## src/cursor_regs_pkg.sv

```systemverilog
// Package with register map, field layout and reset values of the cursor/depth/PLL bank
`default_nettype none
package cursor_regs_pkg;
  localparam logic [7:0]  OFS_CURSOR_SET_LOW    = 8'h1c;
  localparam logic [7:0]  OFS_CURSOR_SET_HIGH   = 8'h1d;
  localparam logic [7:0]  OFS_CURSOR_RB_LOW     = 8'h1e;
  localparam logic [7:0]  OFS_CURSOR_RB_HIGH    = 8'h1f;
  localparam logic [7:0]  OFS_PIXEL_DEPTH       = 8'h20;
  localparam logic [7:0]  OFS_PLL_DIVIDER       = 8'h31;
  localparam logic [7:0]  OFS_PRODUCT_ID        = 8'h21;
  localparam logic [7:0]  OFS_COMMAND           = 8'h22;
  localparam logic [7:0]  OFS_CONTROL           = 8'h23;
  localparam logic [7:0]  OFS_PLL_MULT          = 8'h32;
  // Offsets are word indices; used as byte addresses, four in a row would alias, so the byte address is four times the index
  localparam logic [7:0]  ADDR_CURSOR_SET_LOW   = {OFS_CURSOR_SET_LOW[5:0], 2'b00};
  localparam logic [7:0]  ADDR_CURSOR_SET_HIGH  = {OFS_CURSOR_SET_HIGH[5:0], 2'b00};
  localparam logic [7:0]  ADDR_CURSOR_RB_LOW    = {OFS_CURSOR_RB_LOW[5:0], 2'b00};
  localparam logic [7:0]  ADDR_CURSOR_RB_HIGH   = {OFS_CURSOR_RB_HIGH[5:0], 2'b00};
  localparam logic [7:0]  ADDR_PIXEL_DEPTH      = {OFS_PIXEL_DEPTH[5:0], 2'b00};
  localparam logic [7:0]  ADDR_PLL_DIVIDER      = {OFS_PLL_DIVIDER[5:0], 2'b00};
  localparam logic [7:0]  ADDR_PRODUCT_ID       = {OFS_PRODUCT_ID[5:0], 2'b00};
  localparam logic [7:0]  ADDR_COMMAND          = {OFS_COMMAND[5:0], 2'b00};
  localparam logic [7:0]  ADDR_CONTROL          = {OFS_CONTROL[5:0], 2'b00};
  localparam logic [7:0]  ADDR_PLL_MULT         = {OFS_PLL_MULT[5:0], 2'b00};
  localparam logic [14:0] CURSOR_ONE            = 15'h0001;
  localparam logic [7:0]  PLL_DIVIDER_RESET     = 8'he1;
  localparam logic [7:0]  PLL_MULT_RESET        = 8'h09;
  localparam logic [1:0]  DEPTH_RESET           = 2'h0;
  localparam logic [3:0]  INPUT_RATIO_MAX_CODE  = 4'hc;
  localparam logic [7:0]  PRODUCT_CODE_DEFAULT  = 8'h5a; // Arbitrary value
  localparam logic [1:0]  RESP_OKAY             = 2'h0;
  localparam logic [1:0]  RESP_SLVERR           = 2'h2;
  // Command codes written to the command register
  localparam logic [2:0]  CMD_CURSOR_SET        = 3'h1;
  localparam logic [2:0]  CMD_CURSOR_READBACK   = 3'h2;
  localparam logic [2:0]  CMD_MEMORY_READ       = 3'h3;
  localparam logic [2:0]  CMD_MEMORY_WRITE      = 3'h4;
  localparam logic [2:0]  CMD_DEPTH_SELECT      = 3'h5;
  localparam logic [2:0]  CMD_PLL_CONFIG        = 3'h6;
  localparam logic [2:0]  CMD_SCROLL            = 3'h7;
endpackage : cursor_regs_pkg
`default_nettype wire

```

## src/cursor_depth_pll_config_regs.sv

```systemverilog
// Cursor, pixel depth, product code and PLL divider registers behind AXI4-Lite
// How it works
// - Cursor-set command loads 15-bit cursor from low byte and seven high bits.
// - In indirect mode direct display memory access is refused.
// - In indirect mode, memory read/write commands use cursor then auto-increment it; otherwise they do nothing.
// - Scroll leaves cursor unchanged.
// - Without new set, accesses continue from last advanced address.
// - Readback registers show cursor, low and high parts, reset to zero.
// - Depth field 00/01/10 gives 1/2/4 bpp, 11 reserved.
// - Product ID register read returns fixed 8-bit product code.
// - PLL configuration command passes PLL registers to the PLL.
// - Upper nibble sets output divider, code plus one, 1 to 16.
// - Lower nibble sets input divider 1 to 13; codes above Ch reserved.
// - Second register low nibble sets feedback multiplier 1 to 16.
`default_nettype none
module cursor_depth_pll_config_regs
#(
  parameter logic [7:0] PRODUCT_CODE = cursor_regs_pkg::PRODUCT_CODE_DEFAULT // Arbitrary value
) (
  input  wire logic        i_clock,          // 100 MHz clock
  input  wire logic        i_srst,           // Sync reset, high
  input  wire logic [7:0]  i_awaddr,         // Write address
  input  wire logic        i_awvalid,        // Write address valid
  output logic             o_awready,        // Write address ready
  input  wire logic [31:0] i_wdata,          // Write data
  input  wire logic [3:0]  i_wstrb,          // Write strobes
  input  wire logic        i_wvalid,         // Write data valid
  output logic             o_wready,         // Write data ready
  output logic [1:0]       o_bresp,          // Write response
  output logic             o_bvalid,         // Write response valid
  input  wire logic        i_bready,         // Write response ready
  input  wire logic [7:0]  i_araddr,         // Read address
  input  wire logic        i_arvalid,        // Read address valid
  output logic             o_arready,        // Read address ready
  output logic [31:0]      o_rdata,          // Read data
  output logic [1:0]       o_rresp,          // Read response
  output logic             o_rvalid,         // Read data valid
  input  wire logic        i_rready,         // Read data ready
  output logic [14:0]      o_mem_addr,       // Display memory address
  output logic             o_mem_read,       // Memory read strobe
  output logic             o_mem_write,      // Memory write strobe
  output logic [1:0]       o_bits_per_pixel, // Applied depth code
  output logic [3:0]       o_input_ratio,    // Applied PLL input divider code
  output logic [3:0]       o_output_ratio,   // Applied output divider code
  output logic [3:0]       o_feedback_mult,  // Applied feedback multiplier code
  output logic             o_pll_load,       // PLL parameter load pulse
  output logic             o_direct_refused  // Direct access refused flag
);
  import cursor_regs_pkg::*;
  // Byte enable of the low lane
  function automatic logic low_lane(input logic [3:0] strb);
    low_lane = strb[0];
  endfunction

  logic        aw_held_reg, w_held_reg;
  logic [7:0]  aw_addr_reg;
  logic [31:0] w_data_reg;
  logic [3:0]  w_strb_reg;
  logic [7:0]  set_low_reg;
  logic [6:0]  set_high_reg;
  logic [14:0] cursor_reg, cursor_next;
  logic [14:0] readback_reg;
  logic [1:0]  depth_reg;
  logic [7:0]  pll_div_reg;
  logic [7:0]  pll_mult_reg;
  logic        indirect_reg;
  logic        wr_go;
  logic        wr_known;
  logic [2:0]  cmd;
  logic        cmd_strobe;

  // Both write channels held; commit when response slot is free
  assign wr_go      = aw_held_reg && w_held_reg && !o_bvalid;
  assign cmd        = w_data_reg[2:0];
  assign cmd_strobe = wr_go && aw_addr_reg == ADDR_COMMAND && low_lane(w_strb_reg);
  assign wr_known   = aw_addr_reg == ADDR_CURSOR_SET_LOW || aw_addr_reg == ADDR_CURSOR_SET_HIGH
                   || aw_addr_reg == ADDR_PIXEL_DEPTH || aw_addr_reg == ADDR_PLL_DIVIDER
                   || aw_addr_reg == ADDR_PLL_MULT || aw_addr_reg == ADDR_COMMAND
                   || aw_addr_reg == ADDR_CONTROL;

  // Write address capture, either order with data
  always_ff @(posedge i_clock)
  begin
    if (i_srst)
    begin
      aw_held_reg <= 1'b0;
      aw_addr_reg <= 8'h00;
    end
    else if (i_awvalid && o_awready)
    begin
      aw_held_reg <= 1'b1;
      aw_addr_reg <= {i_awaddr[7:2], 2'b00};
    end
    else if (wr_go)
      aw_held_reg <= 1'b0;
  end

  // Write data capture
  always_ff @(posedge i_clock)
  begin
    if (i_srst)
    begin
      w_held_reg <= 1'b0;
      w_data_reg <= 32'h0000_0000;
      w_strb_reg <= 4'h0;
    end
    else if (i_wvalid && o_wready)
    begin
      w_held_reg <= 1'b1;
      w_data_reg <= i_wdata;
      w_strb_reg <= i_wstrb;
    end
    else if (wr_go)
      w_held_reg <= 1'b0;
  end

  // Ready only while the holding slot is empty
  always_ff @(posedge i_clock)
  begin
    if (i_srst)
    begin
      o_awready <= 1'b0;
      o_wready  <= 1'b0;
    end
    else
    begin
      o_awready <= !(aw_held_reg || (i_awvalid && o_awready)) || wr_go;
      o_wready  <= !(w_held_reg || (i_wvalid && o_wready)) || wr_go;
    end
  end

  // Write response; unmapped offsets answer SLVERR
  always_ff @(posedge i_clock)
  begin
    if (i_srst)
    begin
      o_bvalid <= 1'b0;
      o_bresp  <= RESP_OKAY;
    end
    else if (wr_go)
    begin
      o_bvalid <= 1'b1;
      o_bresp  <= wr_known ? RESP_OKAY : RESP_SLVERR;
    end
    else if (i_bready)
      o_bvalid <= 1'b0;
  end

  // Staging registers; all but indirect_reg act only when a command moves them
  always_ff @(posedge i_clock)
  begin
    if (i_srst)
    begin
      set_low_reg  <= 8'h00;
      set_high_reg <= 7'h00;
      depth_reg    <= DEPTH_RESET;
      pll_div_reg  <= PLL_DIVIDER_RESET;
      pll_mult_reg <= PLL_MULT_RESET;
      indirect_reg <= 1'b1;
    end
    else if (wr_go && low_lane(w_strb_reg))
    begin
      case (aw_addr_reg)
        ADDR_CURSOR_SET_LOW:  set_low_reg  <= w_data_reg[7:0];
        ADDR_CURSOR_SET_HIGH: set_high_reg <= w_data_reg[6:0];
        ADDR_PIXEL_DEPTH:     depth_reg    <= w_data_reg[1:0];
        ADDR_PLL_DIVIDER:     pll_div_reg  <= w_data_reg[7:0];
        ADDR_PLL_MULT:        pll_mult_reg <= w_data_reg[7:0];
        ADDR_CONTROL:         indirect_reg <= w_data_reg[0];
        default:             indirect_reg <= indirect_reg;
      endcase
    end
  end

  // Cursor update; scroll and other commands fall to the hold branch
  always_comb
  begin
    cursor_next = cursor_reg;
    if (cmd_strobe)
    begin
      case (cmd)
        CMD_CURSOR_SET:   cursor_next = {set_high_reg, set_low_reg};
        CMD_MEMORY_READ,
        CMD_MEMORY_WRITE: cursor_next = indirect_reg ? cursor_reg + CURSOR_ONE : cursor_reg;
        default:          cursor_next = cursor_reg;
      endcase
    end
  end

  always_ff @(posedge i_clock)
  begin
    if (i_srst)
      cursor_reg <= 15'h0000;
    else
      cursor_reg <= cursor_next;
  end

  // Readback copy refreshed by the readback command
  always_ff @(posedge i_clock)
  begin
    if (i_srst)
      readback_reg <= 15'h0000;
    else if (cmd_strobe && cmd == CMD_CURSOR_READBACK)
      readback_reg <= cursor_reg;
  end

  // Memory strobes carry the pre-increment address
  always_ff @(posedge i_clock)
  begin
    if (i_srst)
    begin
      o_mem_addr       <= 15'h0000;
      o_mem_read       <= 1'b0;
      o_mem_write      <= 1'b0;
      o_direct_refused <= 1'b1;
    end
    else
    begin
      o_mem_addr       <= cursor_reg;
      o_mem_read       <= cmd_strobe && cmd == CMD_MEMORY_READ && indirect_reg;
      o_mem_write      <= cmd_strobe && cmd == CMD_MEMORY_WRITE && indirect_reg;
      o_direct_refused <= indirect_reg;
    end
  end

  // Applied settings, moved only by their commands
  always_ff @(posedge i_clock)
  begin
    if (i_srst)
    begin
      o_bits_per_pixel <= DEPTH_RESET;
      o_input_ratio    <= PLL_DIVIDER_RESET[3:0];
      o_output_ratio   <= PLL_DIVIDER_RESET[7:4];
      o_feedback_mult  <= PLL_MULT_RESET[3:0];
      o_pll_load       <= 1'b0;
    end
    else
    begin
      o_pll_load <= cmd_strobe && cmd == CMD_PLL_CONFIG;
      if (cmd_strobe && cmd == CMD_DEPTH_SELECT)
        o_bits_per_pixel <= depth_reg;
      if (cmd_strobe && cmd == CMD_PLL_CONFIG)
      begin
        o_output_ratio  <= pll_div_reg[7:4];
        // Reserved input codes clamp so the PLL never sees them
        o_input_ratio   <= (pll_div_reg[3:0] > INPUT_RATIO_MAX_CODE) ? INPUT_RATIO_MAX_CODE
                                                                     : pll_div_reg[3:0];
        o_feedback_mult <= pll_mult_reg[3:0];
      end
    end
  end

  // Read channel; write-only set registers read as zero
  always_ff @(posedge i_clock)
  begin
    if (i_srst)
    begin
      o_arready <= 1'b0;
      o_rvalid  <= 1'b0;
      o_rdata   <= 32'h0000_0000;
      o_rresp   <= RESP_OKAY;
    end
    else if (o_rvalid)
    begin
      o_arready <= 1'b0;
      if (i_rready)
        o_rvalid <= 1'b0;
    end
    else if (i_arvalid && o_arready)
    begin
      o_arready <= 1'b0;
      o_rvalid  <= 1'b1;
      o_rresp   <= RESP_OKAY;
      case ({i_araddr[7:2], 2'b00})
        ADDR_CURSOR_SET_LOW, ADDR_CURSOR_SET_HIGH, ADDR_COMMAND: o_rdata <= 32'h0000_0000;
        ADDR_CURSOR_RB_LOW:   o_rdata <= {24'h000000, readback_reg[7:0]};
        ADDR_CURSOR_RB_HIGH:  o_rdata <= {25'h0000000, readback_reg[14:8]};
        ADDR_PIXEL_DEPTH:     o_rdata <= {30'h00000000, depth_reg};
        ADDR_PLL_DIVIDER:     o_rdata <= {24'h000000, pll_div_reg};
        ADDR_PLL_MULT:        o_rdata <= {24'h000000, pll_mult_reg};
        ADDR_PRODUCT_ID:      o_rdata <= {24'h000000, PRODUCT_CODE};
        ADDR_CONTROL:         o_rdata <= {17'h00000, cursor_reg};
        default:
        begin
          o_rdata <= 32'h0000_0000;
          o_rresp <= RESP_SLVERR;
        end
      endcase
    end
    else
      o_arready <= 1'b1;
  end
endmodule : cursor_depth_pll_config_regs
`default_nettype wire

```

## config.mk

```make
export PLATFORM = sky130hd
export DESIGN_NAME = cursor_depth_pll_config_regs
export DESIGN_NICKNAME = d
export VERILOG_FILES = /design/src/cursor_regs_pkg.sv /design/src/cursor_depth_pll_config_regs.sv
export SDC_FILE = /design/constraint.sdc
export NUM_CORES = 1
export LEC_CHECK = 0
export BUFFER_PORTS_ARGS = -buffer_cell sky130_fd_sc_hd__clkbuf_2
export CAP_MARGIN = 20
export CORE_ASPECT_RATIO = 0.75
export CORE_MARGIN = 2
export CORE_UTILIZATION = 35
export CTS_BUF_LIST = sky130_fd_sc_hd__clkbuf_8
export CTS_CLUSTER_DIAMETER = 60
export DETAILED_ROUTE_END_ITERATION = 12
export GPL_TIMING_DRIVEN = 0
export SYNTH_ARGS = -nofsm -noshare
export SYNTH_HDL_FRONTEND = slang
export SYNTH_SLANG_ARGS = --single-unit
```

## constraint.sdc

```tcl
create_clock -name i_clock -period 2.8 [get_ports i_clock]
set_input_delay 0.56 -clock i_clock [delete_from_list [all_inputs] [get_ports i_clock]]
set_output_delay 0.56 -clock i_clock [all_outputs]
set_load 0.01 [all_outputs]
```

==> metrics.txt <==
# TYPE chip_impl_metric gauge
chip_impl_metric{name="fin_crit",unit="ns"} 2.46
chip_impl_metric{name="ys_async_sr_fraction",unit="%"} 0
chip_impl_metric{name="grt_overflow_total",unit=""} 0
chip_impl_metric{name="grt_total_usage",unit="%"} 19.7
chip_impl_metric{name="synthesis.area_per_instance",unit="um^2"} 8.85
chip_impl_metric{name="clock.fmax",unit="MHz"} 407
chip_impl_metric{name="finalCritPeriodShare",unit="%"} 87.7
chip_impl_metric{name="synth.lib_cells_used.distinct",unit=""} 58
chip_impl_metric{name="drt_pass1_iterations",unit=""} 6
chip_impl_metric{name="synth.yosys.warnings",unit=""} 0
chip_impl_metric{name="yosys_register_bits",unit=""} 136
chip_impl_info{name="unrepaired_setup_endpoints_after_global_routing",value="no"} 1
chip_impl_metric{name="ir_drop_worst_vdd",unit="V"} 0.000275
chip_impl_metric{name="path_max_fanout",unit=""} 10
chip_impl_metric{name="initial_antenna_violation_count",unit=""} 0
chip_impl_metric{name="die-width",unit="um"} 154
chip_impl_metric{name="dp.final_hpwl",unit="mm"} 12.9
chip_impl_metric{name="total_power",unit="uW"} 3690
chip_impl_metric{name="tightestPinTransition",unit="ns"} 0.859
chip_impl_metric{name="cts-root-to-sink-buffers",unit=""} 2
chip_impl_metric{name="arr_time_crit_path",unit="ns"} 2.83
chip_impl_info{name="synth.top_cells.by_area",value="dfxtp_1, mux2i_1, nand2_1"} 1
chip_impl_metric{name="drive_above_1_share",unit="%"} 18.5
chip_impl_info{name="cp-end-kind",value="flop"} 1
chip_impl_metric{name="drt.antenna.violating_nets",unit=""} 0
chip_impl_info{name="clock_tree.root_cell",value="clkbuf_8"} 1
chip_impl_metric{name="place_congestion",unit=""} 0.863
chip_impl_metric{name="numPortBuffers",unit=""} 81
chip_impl_metric{name="num-nets-final",unit=""} 850
chip_impl_metric{name="post-route-drc-count",unit=""} 0
chip_impl_metric{name="layout-area-overhead-vs-synth",unit="%"} 18.9
chip_impl_metric{name="cts_hold_buf",unit=""} 0
chip_impl_metric{name="dr.first_iter.drc_count",unit=""} 519
chip_impl_metric{name="synth_top_area_share",unit="%"} 46.1
chip_impl_metric{name="detailroute.via_count",unit=""} 5319
chip_impl_metric{name="vert_die_dim",unit="um"} 117
chip_impl_metric{name="vias_in_the_first_global_route",unit=""} 4755
chip_impl_metric{name="timing.max_slew.rel_slack",unit="%"} 41.9
chip_impl_metric{name="floorplan.io_pins",unit=""} 133
chip_impl_info{name="critical_path.startpoint",value="i_araddr[5]"} 1
chip_impl_metric{name="postCtsSetupBuffers",unit=""} 0
chip_impl_metric{name="final_max_slew_viol_count",unit=""} 0
chip_impl_info{name="worstHoldPathType",value="in -> reg"} 1
chip_impl_metric{name="place_worst_setup_slack",unit="ns"} -0.0649
chip_impl_metric{name="grt_max_degree",unit=""} 17
chip_impl_metric{name="final_critical_path_setup_slack",unit="ns"} 0.344
chip_impl_metric{name="gate_count_after_technology_mapping",unit=""} 668
chip_impl_metric{name="hold_violations",unit=""} 0
chip_impl_metric{name="synth-seq-area-share",unit="%"} 46.1
chip_impl_metric{name="final_number_of_setup_violating_endpoints",unit=""} 0
chip_impl_info{name="cts_tree",value="built"} 1
chip_impl_metric{name="inserted_clock_buffers",unit=""} 17
chip_impl_metric{name="cts_clock_pin_slew_for_the_worst_setup_and_hold_paths",unit="ns"} 0.07
chip_impl_metric{name="layout.filler_cells",unit=""} 1686
chip_impl_metric{name="timing.max_cap.violations",unit=""} 0
chip_impl_metric{name="layout.cell_area.non_filler",unit="mm^2"} 0.00703
chip_impl_metric{name="cellPowerDensity",unit="mW/mm^2"} 525
chip_impl_metric{name="post_drt_wl_per_cell",unit="um"} 17.2
chip_impl_metric{name="synth.cell_area",unit="mm^2"} 0.00591
chip_impl_metric{name="crit_required",unit="ns"} 3.18
chip_impl_metric{name="edff_count_synth",unit=""} 0
chip_impl_metric{name="cts_max_level",unit=""} 4
chip_impl_metric{name="floorplan.initialDensity",unit="%"} 35.5
chip_impl_metric{name="antennaDiodeCount",unit=""} 0
chip_impl_metric{name="postCtsResizedCells",unit=""} 0
chip_impl_info{name="worstSetupPathType",value="in -> reg"} 1
chip_impl_info{name="hp-start",value="i_wdata[7]"} 1
chip_impl_info{name="start_kind",value="input port"} 1
chip_impl_info{name="status",value="completed"} 1
chip_impl_metric{name="area_of_the_die",unit="mm^2"} 0.0180
chip_impl_metric{name="placed_cell_area",unit="mm^2"} 0.00666
chip_impl_metric{name="std_cell_rows",unit=""} 41
chip_impl_metric{name="totalWireLength",unit="mm"} 17.5
chip_impl_info{name="worstReg2RegStart",value="aw_addr_reg[7]$_SDFFE_PP0P_"} 1
chip_impl_metric{name="wire_length_of_the_first_global_routing_pass",unit="mm"} 26.8
chip_impl_info{name="synth-main-ff-cell",value="dfxtp_1"} 1
chip_impl_metric{name="routed_via_density",unit=""} 5.24
chip_impl_metric{name="tritoncts_num_sinks",unit=""} 136
chip_impl_metric{name="p_leak",unit="uW"} 0.00270
chip_impl_metric{name="worstSkewPairLatency",unit="ns"} 0.46
chip_impl_info{name="most_area_hungry_cell_type_in_the_yosys_netlist",value="dfxtp_1"} 1
chip_impl_metric{name="core_area",unit="mm^2"} 0.0167
chip_impl_metric{name="final.setup_skew",unit="ns"} 0.0126
## metrics by stage
step	setup TNS, ns	hold WS, ns	util [%]	std cells
after global routing	0	0.324	42.2	1016
after global placement	-0.204	0.442	39.9	982
after CTS	0	0.300	42.0	1013
after detailed placement	-0.160	0.444	40.0	983
after floorplan	0	0.433	-	686
final	0	0.318	42.2	1016
## routing by layer
metal	vias to the layer above	global-route usage, %	wire length, um
met5	-	0	0
li1	2619	-	-
met4	0	5.86	246
met3	19	5.57	1220
met2	198	27.3	6970
met1	2483	29.2	9040
## cells in the final DEF (no fill, tap or decap), types with 21 or more instances in the layout
cell and count:
nor2_1 41, nand2_1 87, mux2i_1 47, a21oi_1 45
inv_1 21, clkbuf_1 35, clkbuf_2 81, buf_4 24
dfxtp_1 136, nand3_1 36
## critical path, cell delays in order
cell and delay, ns:
clkbuf_2 0.11, or3b_2 0.46, clkbuf_1 0.18, nor3_1 0.60
clkbuf_1 0.50, a22oi_1 0.21, a32oi_1 0.21
## power by group
group          switching (uW)  leakage [uW]  internal (uW)
clock network             751      0.000185            723
logic                     159       0.00142           80.0
registers                23.5       0.00110           1950
total                     934       0.00270           2760
## cells by family (layout without fill, tap and decap cells)
family	count (synthesis)	after routing	synth area share, %
fa+ha+maj	1	1	0.212
simple gates	250	250	22.0
compound gates	144	144	16.2
buf+inv	85	200	6.77
mux	50	50	8.53
flops	136	136	46.1
other cells	1	19	0.0634
xor+xnor	1	1	0.148
## Yosys cell counts, types with 11 or more instances
cell	count
dfxtp_1	136
nand2_1	87
mux2i_1	47
a21oi_1	45
nor2_1	41
nand3_1	36
clkbuf_1	35
buf_4	20
a211oi_1	17
inv_1	17
a22oi_1	16
o21ai_0	15
and2_1	12
nand2b_1	12
a32oi_1	11
## worst paths after layout
path                            slack [ns]                       endpoint  cells after the start
worst min register to register        0.45       o_rdata[14]$_SDFFE_PP0P_                      2
worst max register to register        0.41  readback_reg[13]$_SDFFE_PP0P_                      8
worst min-delay path                  0.32     w_data_reg[7]$_SDFFE_PP0P_                      3
worst max-delay path                  0.34        o_rdata[4]$_SDFFE_PP0P_                      7
## cell type report
cell class	count	area [um^2]	area share (%)
Timing Repair Buffer	85	435	6.19
Multi-Input combinational cell	465	2860	40.6
Sequential cell	136	2720	38.7
Buffer	67	333	4.73
Clock inverter	11	86.3	1.23
Inverter	18	67.6	0.961
Tap cell	215	269	3.83
Clock buffer	19	262	3.72
(Power assumes the default switching activity.)
